`config.mk`:
```
export PLATFORM = sky130hd
export DESIGN_NAME = ctr_capture_timebase
export DESIGN_NICKNAME = d
export VERILOG_FILES = /design/src/ctr_pkg.sv /design/src/ctr_capture_timebase.sv /design/src/ctr_prescale.sv /design/src/ctr_sync.sv
export SDC_FILE = /design/constraint.sdc
export NUM_CORES = 1
export LEC_CHECK = 0
export BUFFER_PORTS_ARGS = -buffer_cell sky130_fd_sc_hd__buf_4
export CAP_MARGIN = 20
export CELL_PAD_IN_SITES_DETAIL_PLACEMENT = 2
export CELL_PAD_IN_SITES_GLOBAL_PLACEMENT = 2
export CORE_ASPECT_RATIO = 0.7
export CORE_MARGIN = 1.5
export CORE_UTILIZATION = 42
export CTS_BUF_LIST = sky130_fd_sc_hd__clkbuf_4 sky130_fd_sc_hd__clkbuf_8
export DETAILED_ROUTE_END_ITERATION = 8
export PLACE_DENSITY = 0.81
export SYNTH_ARGS = -nofsm -noshare
export SYNTH_HDL_FRONTEND = slang
export SYNTH_SLANG_ARGS = --single-unit
```
`constraint.sdc`:
```
create_clock -name CLK_SYS -period 25.9 [get_ports CLK_SYS]
set_clock_uncertainty 0.05 [all_clocks]
set_input_delay 6.475 -clock CLK_SYS [delete_from_list [all_inputs] [get_ports CLK_SYS]]
set_output_delay 6.475 -clock CLK_SYS [all_outputs]
set_load 0.005 [all_outputs]
```
`src/ctr_pkg.sv`:
```
package ctr_pkg;

    // Register port geometry.
    localparam int ADDR_W = 5;
    localparam int DATA_W = 32;
    localparam int NUM_SLOTS = 4;
    localparam int NUM_LINES = 128;
    localparam int SEL_W = 7;
    localparam int DIV_W = 5;
    localparam int EVCTL_W = 16;
    localparam int PTR_W = 2;
    localparam int HALT_W = 2;

    // Register offsets, in 16-bit word units.
    localparam logic [ADDR_W-1:0] OFS_TSC = 5'h00;
    localparam logic [ADDR_W-1:0] OFS_PHASE = 5'h02;
    localparam logic [ADDR_W-1:0] OFS_SLOT_ONE = 5'h04;
    localparam logic [ADDR_W-1:0] OFS_SLOT_TWO = 5'h06;
    localparam logic [ADDR_W-1:0] OFS_SLOT_THREE = 5'h08;
    localparam logic [ADDR_W-1:0] OFS_SLOT_FOUR = 5'h0A;
    localparam logic [ADDR_W-1:0] OFS_INSEL = 5'h12;
    localparam logic [ADDR_W-1:0] OFS_EVCTL = 5'h14;
    localparam logic [ADDR_W-1:0] OFS_MODE = 5'h1C;

    // Slot indices.
    localparam int SLOT_ONE = 0;
    localparam int SLOT_TWO = 1;
    localparam int SLOT_THREE = 2;
    localparam int SLOT_FOUR = 3;

    // Fields of capture_event_control.
    localparam int EV_POL_OFS = 0;
    localparam int EV_CLR_OFS = 1;
    localparam int EV_STRIDE = 2;
    localparam int EV_LDEN_BIT = 8;
    localparam int EV_DIV_LSB = 9;
    localparam int EV_HALT_LSB = 14;

    // Fields of the mode and status register.
    localparam int MODE_OPMODE_BIT = 0;
    localparam int MODE_SYNCEN_BIT = 1;
    localparam int MODE_RUN_BIT = 2;
    localparam int MODE_SWSYNC_BIT = 3;
    localparam int MODE_OVF_BIT = 4;
    localparam int MODE_PTR_LSB = 5;
    localparam int MODE_HR_BIT = 7;

    // Debug halt encodings.
    localparam logic [HALT_W-1:0] HALT_STOP = 2'h0;
    localparam logic [HALT_W-1:0] HALT_AT_ZERO = 2'h1;

    // Reset values, counter limit and step constants.
    localparam logic [DATA_W-1:0] WORD_RST = 32'h0000_0000;
    localparam logic [DATA_W-1:0] TSC_MAX = 32'hFFFF_FFFF;
    localparam logic [DATA_W-1:0] TSC_STEP = 32'h0000_0001;
    localparam logic [SEL_W-1:0] INSEL_RST = 7'h7F;
    localparam logic [EVCTL_W-1:0] EVCTL_RST = 16'h0000;
    localparam logic [PTR_W-1:0] PTR_STEP = 2'h1;
    localparam logic [DIV_W-1:0] DIV_STEP = 5'h01;
    localparam logic [DIV_W-1:0] DIV_BYPASS = 5'h00;

endpackage : ctr_pkg

```
`src/ctr_capture_timebase.sv`:
```
// Chosen here: the strobed register port.
`timescale 1ns/1ps
module ctr_capture_timebase (
    // Clock and reset.
    input wire logic CLK_SYS,
    input wire logic RST,
    // Register port.
    input wire logic [ctr_pkg::ADDR_W-1:0] REG_ADDR,
    input wire logic [ctr_pkg::DATA_W-1:0] REG_WDATA,
    input wire logic REG_WR,
    input wire logic REG_RD,
    output logic [ctr_pkg::DATA_W-1:0] REG_RDATA,
    // Capture inputs and timer links.
    input wire logic [ctr_pkg::NUM_LINES-1:0] CAPTURE_INPUT_LINES,
    input wire logic SYNC_IN_PULSE,
    input wire logic DEBUG_SUSPEND,
    input wire logic [ctr_pkg::DATA_W-1:0] FINE_RESOLUTION_COUNT,
    // Event and status outputs.
    output logic [ctr_pkg::NUM_SLOTS-1:0] CAPTURE_EVENT_N,
    output logic COUNTER_OVERFLOW_FLAG,
    output logic [ctr_pkg::PTR_W-1:0] CAPTURE_SLOT_POINTER
);
    import ctr_pkg::*;

    typedef struct packed {
        logic [DATA_W-1:0] tsc;
        logic [DATA_W-1:0] phase;
        logic [NUM_SLOTS-1:0][DATA_W-1:0] slot;
        logic [SEL_W-1:0] insel;
        logic [EVCTL_W-1:0] evctl;
        logic opmode;
        logic syncen;
        logic run;
        logic hr;
        logic ovf;
        logic [PTR_W-1:0] ptr;
        logic div_prev;
        logic sync_prev;
        logic [NUM_SLOTS-1:0] evt;
        logic [DATA_W-1:0] rdata;
    } ctr_state_t;

    ctr_state_t state_ff;
    ctr_state_t nxt_state;

    logic [NUM_LINES-1:0] lines_sync;
    logic sync_in_sync;
    logic debug_sync;
    logic [DATA_W-1:0] fine_sync;
    logic selected_line;
    logic divided_line;

    // Every capture, sync, debug and fine-count pin passes two flip-flops before any logic reads it; the register port does not.
    ctr_sync #(
        .W(NUM_LINES)
    ) u_sync_lines (
        .clk(CLK_SYS),
        .rst(RST),
        .async_in(CAPTURE_INPUT_LINES),
        .sync_out(lines_sync)
    );

    ctr_sync #(
        .W(1)
    ) u_sync_syncin (
        .clk(CLK_SYS),
        .rst(RST),
        .async_in(SYNC_IN_PULSE),
        .sync_out(sync_in_sync)
    );

    ctr_sync #(
        .W(1)
    ) u_sync_debug (
        .clk(CLK_SYS),
        .rst(RST),
        .async_in(DEBUG_SUSPEND),
        .sync_out(debug_sync)
    );

    // The fine count runs in its own domain; a multi-bit copy can tear, so the
    // value read back is only approximate.
    ctr_sync #(
        .W(DATA_W)
    ) u_sync_fine (
        .clk(CLK_SYS),
        .rst(RST),
        .async_in(FINE_RESOLUTION_COUNT),
        .sync_out(fine_sync)
    );

    assign selected_line = lines_sync[state_ff.insel];

    ctr_prescale u_prescale (
        .clk(CLK_SYS),
        .rst(RST),
        .sig_in(selected_line),
        .div_sel(state_ff.evctl[EV_DIV_LSB +: DIV_W]),
        .sig_out(divided_line)
    );

    always_comb begin
        logic rise;
        logic fall;
        logic pol;
        logic clr_on_evt;
        logic trig;
        logic halt_stop;
        logic cnt_inc;
        logic period_hit;
        logic sync_evt;
        logic sw_sync;
        logic [HALT_W-1:0] halt_mode;
        logic phase_load;
        logic ovf_set;
        logic load_slot;

        rise = 1'b0;
        fall = 1'b0;
        pol = 1'b0;
        clr_on_evt = 1'b0;
        trig = 1'b0;
        halt_stop = 1'b0;
        cnt_inc = 1'b0;
        period_hit = 1'b0;
        sync_evt = 1'b0;
        sw_sync = 1'b0;
        phase_load = 1'b0;
        ovf_set = 1'b0;
        load_slot = 1'b0;
        halt_mode = HALT_STOP;

        nxt_state = state_ff;
        nxt_state.evt = '0;
        nxt_state.rdata = WORD_RST;
        // Both edge detectors reset low, the idle level of their inputs, so no
        // false edge follows reset.
        nxt_state.div_prev = divided_line;
        nxt_state.sync_prev = sync_in_sync;

        // Edge detection runs on the divided signal.
        rise = divided_line && !state_ff.div_prev;
        fall = !divided_line && state_ff.div_prev;
        pol = state_ff.evctl[EV_STRIDE * state_ff.ptr + EV_POL_OFS];
        clr_on_evt = state_ff.evctl[EV_STRIDE * state_ff.ptr + EV_CLR_OFS];
        // Capture events exist only while the block is in capture mode.
        trig = !state_ff.opmode && (pol ? fall : rise);

        // Debug suspend policy.
        // Value 1 stops only while the count sits at zero, so it halts after the wrap.
        halt_mode = state_ff.evctl[EV_HALT_LSB +: HALT_W];
        halt_stop = debug_sync && ((halt_mode == HALT_STOP) ||
                    ((halt_mode == HALT_AT_ZERO) && (state_ff.tsc == WORD_RST)));
        cnt_inc = state_ff.run && !halt_stop;

        period_hit = state_ff.opmode && (state_ff.tsc == state_ff.slot[SLOT_ONE]);
        sync_evt = sync_in_sync && !state_ff.sync_prev;
        sw_sync = REG_WR && (REG_ADDR == OFS_MODE) && REG_WDATA[MODE_SWSYNC_BIT];
        // The enable is the one held before this cycle's mode write, so a write that
        // sets the enable and forces a sync at once does not load the counter.
        phase_load = (sync_evt || sw_sync) && state_ff.syncen && !state_ff.hr;
        ovf_set = cnt_inc && (state_ff.tsc == TSC_MAX);
        load_slot = trig && state_ff.evctl[EV_LDEN_BIT];

        // Counter: the free increment has the lowest priority.
        if (cnt_inc) begin
            nxt_state.tsc = DATA_W'(state_ff.tsc + TSC_STEP);
        end

        // Period boundary in PWM mode clears the counter and moves the shadows
        // into the active slots.
        if (period_hit) begin
            nxt_state.tsc = WORD_RST;
            nxt_state.slot[SLOT_ONE] = state_ff.slot[SLOT_THREE];
            nxt_state.slot[SLOT_TWO] = state_ff.slot[SLOT_FOUR];
        end

        // Software writes.
        if (REG_WR) begin
            unique case (REG_ADDR)
                OFS_TSC: begin
                    if (!state_ff.hr) begin
                        nxt_state.tsc = REG_WDATA;
                    end
                end
                OFS_PHASE: begin
                    nxt_state.phase = REG_WDATA;
                end
                OFS_SLOT_ONE: begin
                    nxt_state.slot[SLOT_ONE] = REG_WDATA;
                    // In PWM mode a write to the active period also primes its shadow.
                    if (state_ff.opmode) begin
                        nxt_state.slot[SLOT_THREE] = REG_WDATA;
                    end
                end
                OFS_SLOT_TWO: begin
                    nxt_state.slot[SLOT_TWO] = REG_WDATA;
                    if (state_ff.opmode) begin
                        nxt_state.slot[SLOT_FOUR] = REG_WDATA;
                    end
                end
                OFS_SLOT_THREE: begin
                    nxt_state.slot[SLOT_THREE] = REG_WDATA;
                end
                OFS_SLOT_FOUR: begin
                    nxt_state.slot[SLOT_FOUR] = REG_WDATA;
                end
                OFS_INSEL: begin
                    nxt_state.insel = REG_WDATA[SEL_W-1:0];
                end
                OFS_EVCTL: begin
                    nxt_state.evctl = REG_WDATA[EVCTL_W-1:0];
                end
                OFS_MODE: begin
                    nxt_state.opmode = REG_WDATA[MODE_OPMODE_BIT];
                    nxt_state.syncen = REG_WDATA[MODE_SYNCEN_BIT];
                    nxt_state.run = REG_WDATA[MODE_RUN_BIT];
                    nxt_state.hr = REG_WDATA[MODE_HR_BIT];
                    // Overflow flag is write-one-to-clear.
                    if (REG_WDATA[MODE_OVF_BIT]) begin
                        nxt_state.ovf = 1'b0;
                    end
                end
                default: begin
                end
            endcase
        end

        // Overflow is set after the clear so that a wrap in the clearing
        // cycle is never lost.
        if (ovf_set) begin
            nxt_state.ovf = 1'b1;
        end

        // Capture event: record, optionally clear, then advance the pointer.
        if (trig) begin
            nxt_state.evt[state_ff.ptr] = 1'b1;
            if (load_slot) begin
                nxt_state.slot[state_ff.ptr] = state_ff.tsc;
            end
            if (clr_on_evt) begin
                nxt_state.tsc = WORD_RST;
            end
            nxt_state.ptr = PTR_W'(state_ff.ptr + PTR_STEP);
        end

        // Phase load has the highest priority, gated by the enable and by the
        // fine resolution mode.
        if (phase_load) begin
            nxt_state.tsc = state_ff.phase;
        end

        // Read data stands in the cycle after the read strobe only.
        // Reserved bits read zero because the read word starts cleared above.
        if (REG_RD) begin
            unique case (REG_ADDR)
                OFS_TSC: begin
                    nxt_state.rdata = state_ff.hr ? fine_sync : state_ff.tsc;
                end
                OFS_PHASE: begin
                    nxt_state.rdata = state_ff.phase;
                end
                OFS_SLOT_ONE: begin
                    nxt_state.rdata = state_ff.slot[SLOT_ONE];
                end
                OFS_SLOT_TWO: begin
                    nxt_state.rdata = state_ff.slot[SLOT_TWO];
                end
                OFS_SLOT_THREE: begin
                    nxt_state.rdata = state_ff.slot[SLOT_THREE];
                end
                OFS_SLOT_FOUR: begin
                    nxt_state.rdata = state_ff.slot[SLOT_FOUR];
                end
                OFS_INSEL: begin
                    nxt_state.rdata[SEL_W-1:0] = state_ff.insel;
                end
                OFS_EVCTL: begin
                    nxt_state.rdata[EVCTL_W-1:0] = state_ff.evctl;
                end
                OFS_MODE: begin
                    nxt_state.rdata[MODE_OPMODE_BIT] = state_ff.opmode;
                    nxt_state.rdata[MODE_SYNCEN_BIT] = state_ff.syncen;
                    nxt_state.rdata[MODE_RUN_BIT] = state_ff.run;
                    nxt_state.rdata[MODE_OVF_BIT] = state_ff.ovf;
                    nxt_state.rdata[MODE_PTR_LSB +: PTR_W] = state_ff.ptr;
                    nxt_state.rdata[MODE_HR_BIT] = state_ff.hr;
                end
                default: begin
                end
            endcase
        end
    end

    always_ff @(posedge CLK_SYS or posedge RST) begin
        if (RST) begin
            state_ff.tsc <= WORD_RST;
            state_ff.phase <= WORD_RST;
            state_ff.slot <= '0;
            // Input select is the one field that leaves reset as all ones.
            state_ff.insel <= INSEL_RST;
            state_ff.evctl <= EVCTL_RST;
            state_ff.opmode <= 1'b0;
            state_ff.syncen <= 1'b0;
            state_ff.run <= 1'b0;
            state_ff.hr <= 1'b0;
            state_ff.ovf <= 1'b0;
            state_ff.ptr <= '0;
            state_ff.div_prev <= 1'b0;
            state_ff.sync_prev <= 1'b0;
            state_ff.evt <= '0;
            state_ff.rdata <= WORD_RST;
        end else begin
            state_ff <= nxt_state;
        end
    end

    assign REG_RDATA = state_ff.rdata;
    assign CAPTURE_EVENT_N = state_ff.evt;
    assign COUNTER_OVERFLOW_FLAG = state_ff.ovf;
    assign CAPTURE_SLOT_POINTER = state_ff.ptr;
endmodule : ctr_capture_timebase

```
`src/ctr_prescale.sv`:
```
`timescale 1ns/1ps
module ctr_prescale (
    // Clock and reset.
    input wire logic clk,
    input wire logic rst,
    // Selected input and divider setting.
    input wire logic sig_in,
    input wire logic [ctr_pkg::DIV_W-1:0] div_sel,
    // Divided signal, registered.
    output logic sig_out
);
    import ctr_pkg::*;

    typedef struct packed {
        logic prev;
        logic [DIV_W-1:0] cnt;
        logic tog;
        logic out;
    } ctr_presc_t;

    ctr_presc_t state_ff;
    ctr_presc_t nxt_state;

    // The output toggles every div_sel rising edges, so one output period spans
    // 2*div_sel input periods; zero passes the input straight through.
    always_comb begin
        nxt_state = state_ff;
        nxt_state.prev = sig_in;
        if (div_sel == DIV_BYPASS) begin
            nxt_state.cnt = DIV_BYPASS;
            nxt_state.tog = sig_in;
            nxt_state.out = sig_in;
        end else begin
            if (sig_in && !state_ff.prev) begin
                if (DIV_W'(state_ff.cnt + DIV_STEP) >= div_sel) begin
                    nxt_state.cnt = DIV_BYPASS;
                    nxt_state.tog = !state_ff.tog;
                end else begin
                    nxt_state.cnt = DIV_W'(state_ff.cnt + DIV_STEP);
                end
            end
            nxt_state.out = nxt_state.tog;
        end
    end

    always_ff @(posedge clk or posedge rst) begin
        if (rst) begin
            state_ff <= '0;
        end else begin
            state_ff <= nxt_state;
        end
    end

    assign sig_out = state_ff.out;
endmodule : ctr_prescale

```
`src/ctr_sync.sv`:
```
`timescale 1ns/1ps
module ctr_sync #(
    parameter int W = 1
) (
    // Clock and reset.
    input wire logic clk,
    input wire logic rst,
    // Signals from another domain and their synchronised copy.
    input wire logic [W-1:0] async_in,
    output logic [W-1:0] sync_out
);
    typedef struct packed {
        logic [W-1:0] meta;
        logic [W-1:0] stable;
    } ctr_sync_t;

    ctr_sync_t state_ff;
    ctr_sync_t nxt_state;

    always_comb begin
        nxt_state.meta = async_in;
        nxt_state.stable = state_ff.meta;
    end

    always_ff @(posedge clk or posedge rst) begin
        if (rst) begin
            state_ff <= '0;
        end else begin
            state_ff <= nxt_state;
        end
    end

    assign sync_out = state_ff.stable;
endmodule : ctr_sync
```
# Word level (Yosys, flattened, before mapping)

Index checks and enable logic that the tools add are counted.

$add $sub $neg: 4
Magnitude comparators: 6
Eq/ne operators: 11
Mux-type cells: 48
Reduce and logical (&&, ||, !) cells: 39

Operators with widths:

| cell                                           | number |
|---|---|
| 2-to-1 mux 32 bit                              | 15 |
| 2-to-1 mux 128 bit                             | 2 |
| 2-to-1 mux 220 bit                             | 1 |
| bitwise mux 128 bit                            | 1 |
| one-hot mux 32 bit (2 select lines)            | 2 |
| one-hot mux 16 bit (6 select lines)            | 1 |
| demux 32 bit (select 2 bit)                    | 1 |
| 2-to-1 mux 64 bit                              | 1 |
| one-hot mux 8 bit (7 select lines)             | 1 |
| one-hot mux 3 bit (9 select lines)             | 2 |
| adder 32 x 1 -> 32 bit (second input constant) | 1 |
| == test 32 bit                                 | 1 |
| == test 32 bit (second input constant)         | 1 |
| logical NOT 32 bit                             | 1 |
| logical AND 1 bit                              | 16 |
| 2-to-1 mux 16 bit                              | 1 |
| one-hot mux 1 bit (8 select lines)             | 2 |
| == test 5 bit (second input constant)          | 3 |
| 2-to-1 mux 7 bit                               | 2 |
| == test 5 x 3 -> 1 bit (second input constant) | 2 |
| == test 5 x 4 -> 1 bit (second input constant) | 2 |
| logical NOT 5 bit                              | 2 |
| 2-to-1 mux 5 bit                               | 2 |
| logical NOT 1 bit                              | 8 |
| 23 further kinds                               | 37 |

Register bits after elaboration: 592
Input bits: 203
Output and inout bits: 39
Logic and storage cells: 138

# Longest topological paths before layout

Depth in word-level cells: 14
Depth in mapped cells: 11
Mapped depth without buffers: 9

# By module

From an unflattened synthesis, not the netlist that was laid out.

Cell total of the unflattened synthesis: 2,044
Area total of the unflattened synthesis: 24,676.2 µm²

Modules (own cells, without submodules):

| module                      | instances | cells each | area an instance (µm²) | sequential area each (µm²) |
|---|---|---|---|---|
| ctr_capture_timebase        | 1         | 1,668      | 16,064.2               | 6,515.0 |
| ctr_sync (u_sync_lines)     | 1         | 257        | 6,409.9                | 6,406.1 |
| ctr_sync (u_sync_fine)      | 1         | 65         | 1,605.3                | 1,601.5 |
| ctr_prescale                | 1         | 48         | 489.2                  | 175.2 |
| ctr_sync (u_sync_debug ...) | 2         | 3          | 53.8                   | 50.0 |

# Worst setup path before layout

No wires, ideal clock.

Kind: input to register
Start point: input REG_ADDR[3] (netlist bit)
End point: register state_ff[228] (netlist bit)
Setup time: 0.126 ns
Arrival time: 8.104 ns
Required time: 25.724 ns
Path slack: 17.620 ns
Cell stages on the path: 9
Cells stage by stage: buf_2 -> and3_1 -> a41oi_1 -> nor3b_1 -> a21oi_1 -> nand3_1 -> buf_2 -> nor2_1 -> a221o_1

RTL lines:

| element                | RTL line                    | RTL |
|---|---|---|
| start: declaration     | ctr_capture_timebase.sv:8   | `input wire logic [ctr_pkg::ADDR_W-1:0] REG_ADDR,` |
| end signal: assignment | ctr_capture_timebase.sv:314 | `state_ff <= nxt_state;` |
| end: declaration       | ctr_capture_timebase.sv:43  | `ctr_state_t state_ff;` |

==> impl_metrics.json <==
{
  "p_leak_nw": 12.80,
  "worstPathArrival_ps": 9520,
  "end_kind": "flop",
  "grt_usage_pct": 30.94,
  "area_growth_syn_to_layout_pct": 17.05,
  "yosys-top-cells-area": "dfrtp_1, mux2i_1, mux2_2",
  "clk_latency_ps": 720,
  "start_util_pct": 42.73,
  "period_minus_slack_ps": 9051,
  "numCtsBuffers": 93,
  "max_freq_mhz": 110.5,
  "maxSlewHeadroom_pct": 19.60,
  "syn-num-nets": 2134,
  "power_density_nw_per_um2": 95.37,
  "ys_types": 64,
  "dr_total_vias": 17717,
  "drt_iter0_drc": 1664,
  "post-route-period-util_pct": 34.95,
  "via_per_inst": 6.034,
  "synthCells": 1919,
  "post_cts_buffers": 0,
  "dp_hpwl_um": 54800,
  "clock_tree.root_cell": "clkbuf_8",
  "gp_congestion": 0.8113,
  "yosys_warnings": 0,
  "yosys.area.top_type": "dfrtp_1",
  "cts.clk_slew.worst_paths_ps": 70,
  "slew_violations": 0,
  "ir_worst_vdd_v": 0.00003967,
  "hp-class": "reg2reg",
  "ys_seq_area_share_pct": 60.76,
  "dp.cells": 2762,
  "cts_hold_buf": 0,
  "die_w_um": 290.8,
  "holdWs_ps": 291.5,
  "register_area_um2": 14800,
  "tns_ps": 0,
  "worst_setup_path_start_kind": "input pin",
  "final_nets": 2326,
  "core_area_um2": 56990,
  "cts_buffer_depth": 3,
  "synth_area_um2": 24360,
  "h-tree-depth": 3,
  "ys.flop_type": "dfrtp_1",
  "synth_edf_count": 0,
  "yosys-top-cells-count": "dfrtp_1, mux2i_1, a21oi_1",
  "routed_wl_um": 91690,
  "cts.sinks": 591,
  "dr.pass1.iters": 8,
  "grt_pass1_vias": 20118,
  "io_buffers": 241,
  "rsz0062_at_grt": "no",
  "avgSynthCellArea_um2": 12.69,
  "drc": 0,
  "worst_ep_required_time_ps": 26370,
  "drive_gt1_share_pct": 28.86,
  "yosysMostFrequentCell": "dfrtp_1",
  "wl_per_cell_um": 31.23,
  "grt_pass1_wl_um": 136300,
  "fillers": 5474,
  "finalNonFillerCells": 2936,
  "cts_tree": "built",
  "rows": 73,
  "path_class": "in2reg",
  "die_y_um": 204.5,
  "cap_violations": 0,
  "ctsResizeCount": 0,
  "worst_slew_pin_slew_ps": 1202,
  "ys_ff_latch": 591,
  "grt_overflow_total": 0,
  "finalHoldViolCount": 0,
  "outcome": "finished clean",
  "grt_max_degree": 160,
  "postSynth.asyncResetShare_pct": 100.0,
  "finalSetupViolations": 0,
  "antenna_left": 0,
  "synth_top_area_share_pct": 60.00,
  "pin_count": 242,
  "antenna_found_initial": 4,
  "die_area_um2": 59470,
  "path_max_fanout": 34,
  "multi_input_area_um2": 8640
}
-- critical path, stage by stage --
cell     delay (ps)
buf_4           130
nor2_1          330
nand2_1         160
nor3_4          130
buf_4           550
a21oi_1         230
nor2b_4         410
buf_4           580
mux2i_1         350
a21oi_1         140
-- registers in the layout (all words and copies together), names as in the netlist --
signal and flops:
CAPTURE_EVENT_N 4, u_sync_debug.nxt_state 1, u_prescale.sig_out 1, COUNTER_OVERFLOW_FLAG 1, u_sync_lines.sync_out 128, CAPTURE_SLOT_POINTER 2, u_prescale.state_ff 6, state_ff 221
u_sync_syncin.sync_out 1, u_sync_lines.nxt_state 128, u_sync_debug.sync_out 1, u_sync_fine.nxt_state 32, u_sync_syncin.nxt_state 1, REG_RDATA 32, u_sync_fine.sync_out 32
-- layer usage --
layer	track usage, %	wire length (µm)	share of wire (%)
met5	0	8	0.0087
met4	11.61	3239	3.5
met2	50.32	44090	48
met1	40.70	37850	41
met3	6.970	6502	7.1
-- through the flow --
step	worst slack (ps)	power [mW]	area, µm²	util, %
2_1_floorplan	2847	1.602	24360	-
3_3_place_gp	16500	1.771	26510	46.51
3_5_place_dp	16300	1.831	26510	46.51
4_1_cts	16910	2.712	28420	49.87
5_1_grt	16810	2.817	28510	50.02
6_report	16850	2.719	28510	50.02
-- layout make-up --
| cell class | count | share of cell area [%] |
|---|---|---|
| clock buffers | 150 | 6.320 |
| multi-input cells | 1128 | 30.31 |
| diodes | 3 | 0.02633 |
| repair buffers | 274 | 7.426 |
| well taps | 750 | 3.292 |
| clock inverters | 17 | 0.3906 |
| inverters | 23 | 0.3292 |
| flip-flops and latches | 591 | 51.91 |
-- report_power, final --
part / switching, mW / internal, mW / total, mW
Clock: 0.402 / 0.442 / 0.844
Combinational: 0.307 / 0.263 / 0.570
Sequential: 0.217 / 1.09 / 1.31
-- final timing paths --
| check | startpoint | endpoint | slack (ps) | cells after the start |
|---|---|---|---|---|
| setup / recovery | REG_ADDR[0] | state_ff[133] | 16850 | 10 |
| hold / removal | u_sync_lines.nxt_state[51] | u_sync_lines.sync_out[51] | 290 | 0 |
| setup reg to reg | state_ff[61] | u_prescale.state_ff[2] | 22210 | 7 |
| hold reg to reg | u_sync_lines.nxt_state[51] | u_sync_lines.sync_out[51] | 290 | 0 |
| max in group asynchronous | RST | u_sync_fine.nxt_state[16] | 17510 | 4 |
| min in group asynchronous | RST | u_sync_fine.nxt_state[1] | 5950 | 2 |
-- cells in the final DEF (no fill, tap or decap), types with 16 or more instances in the layout --
cell      synthesis  routed
nor2_1          146     145
o21ai_0          54      54
a22oi_1          59      59
nand3_1          24      24
clkbuf_8          0     108
buf_4            43     269
xor2_1           20      20
mux4_2           26      26
nand4_1          19      19
dfrtp_1         584     583
inv_1            22      21
a21boi_0         16      16
a21oi_1         149     149
nand2_1          69      64
mux2_2          131     131
and3_1           16      16
xnor2_1          43      43
a221oi_1         30      30
clkbuf_4          0      43
mux2i_1         180     180
-- cell families after synthesis --
group | Yosys count | synth area share (%)
muxes | 337 | 15.86
AOI/OAI and AO/OA | 378 | 9.910
DFF | 591 | 60.76
and+or+nand+nor | 338 | 6.514
xor gates and xnor gates | 63 | 2.265
buffers and inverters | 200 | 4.079
adders and majority gates | 12 | 0.6164
No activity file was read; power rests on OpenSTA's default activity.
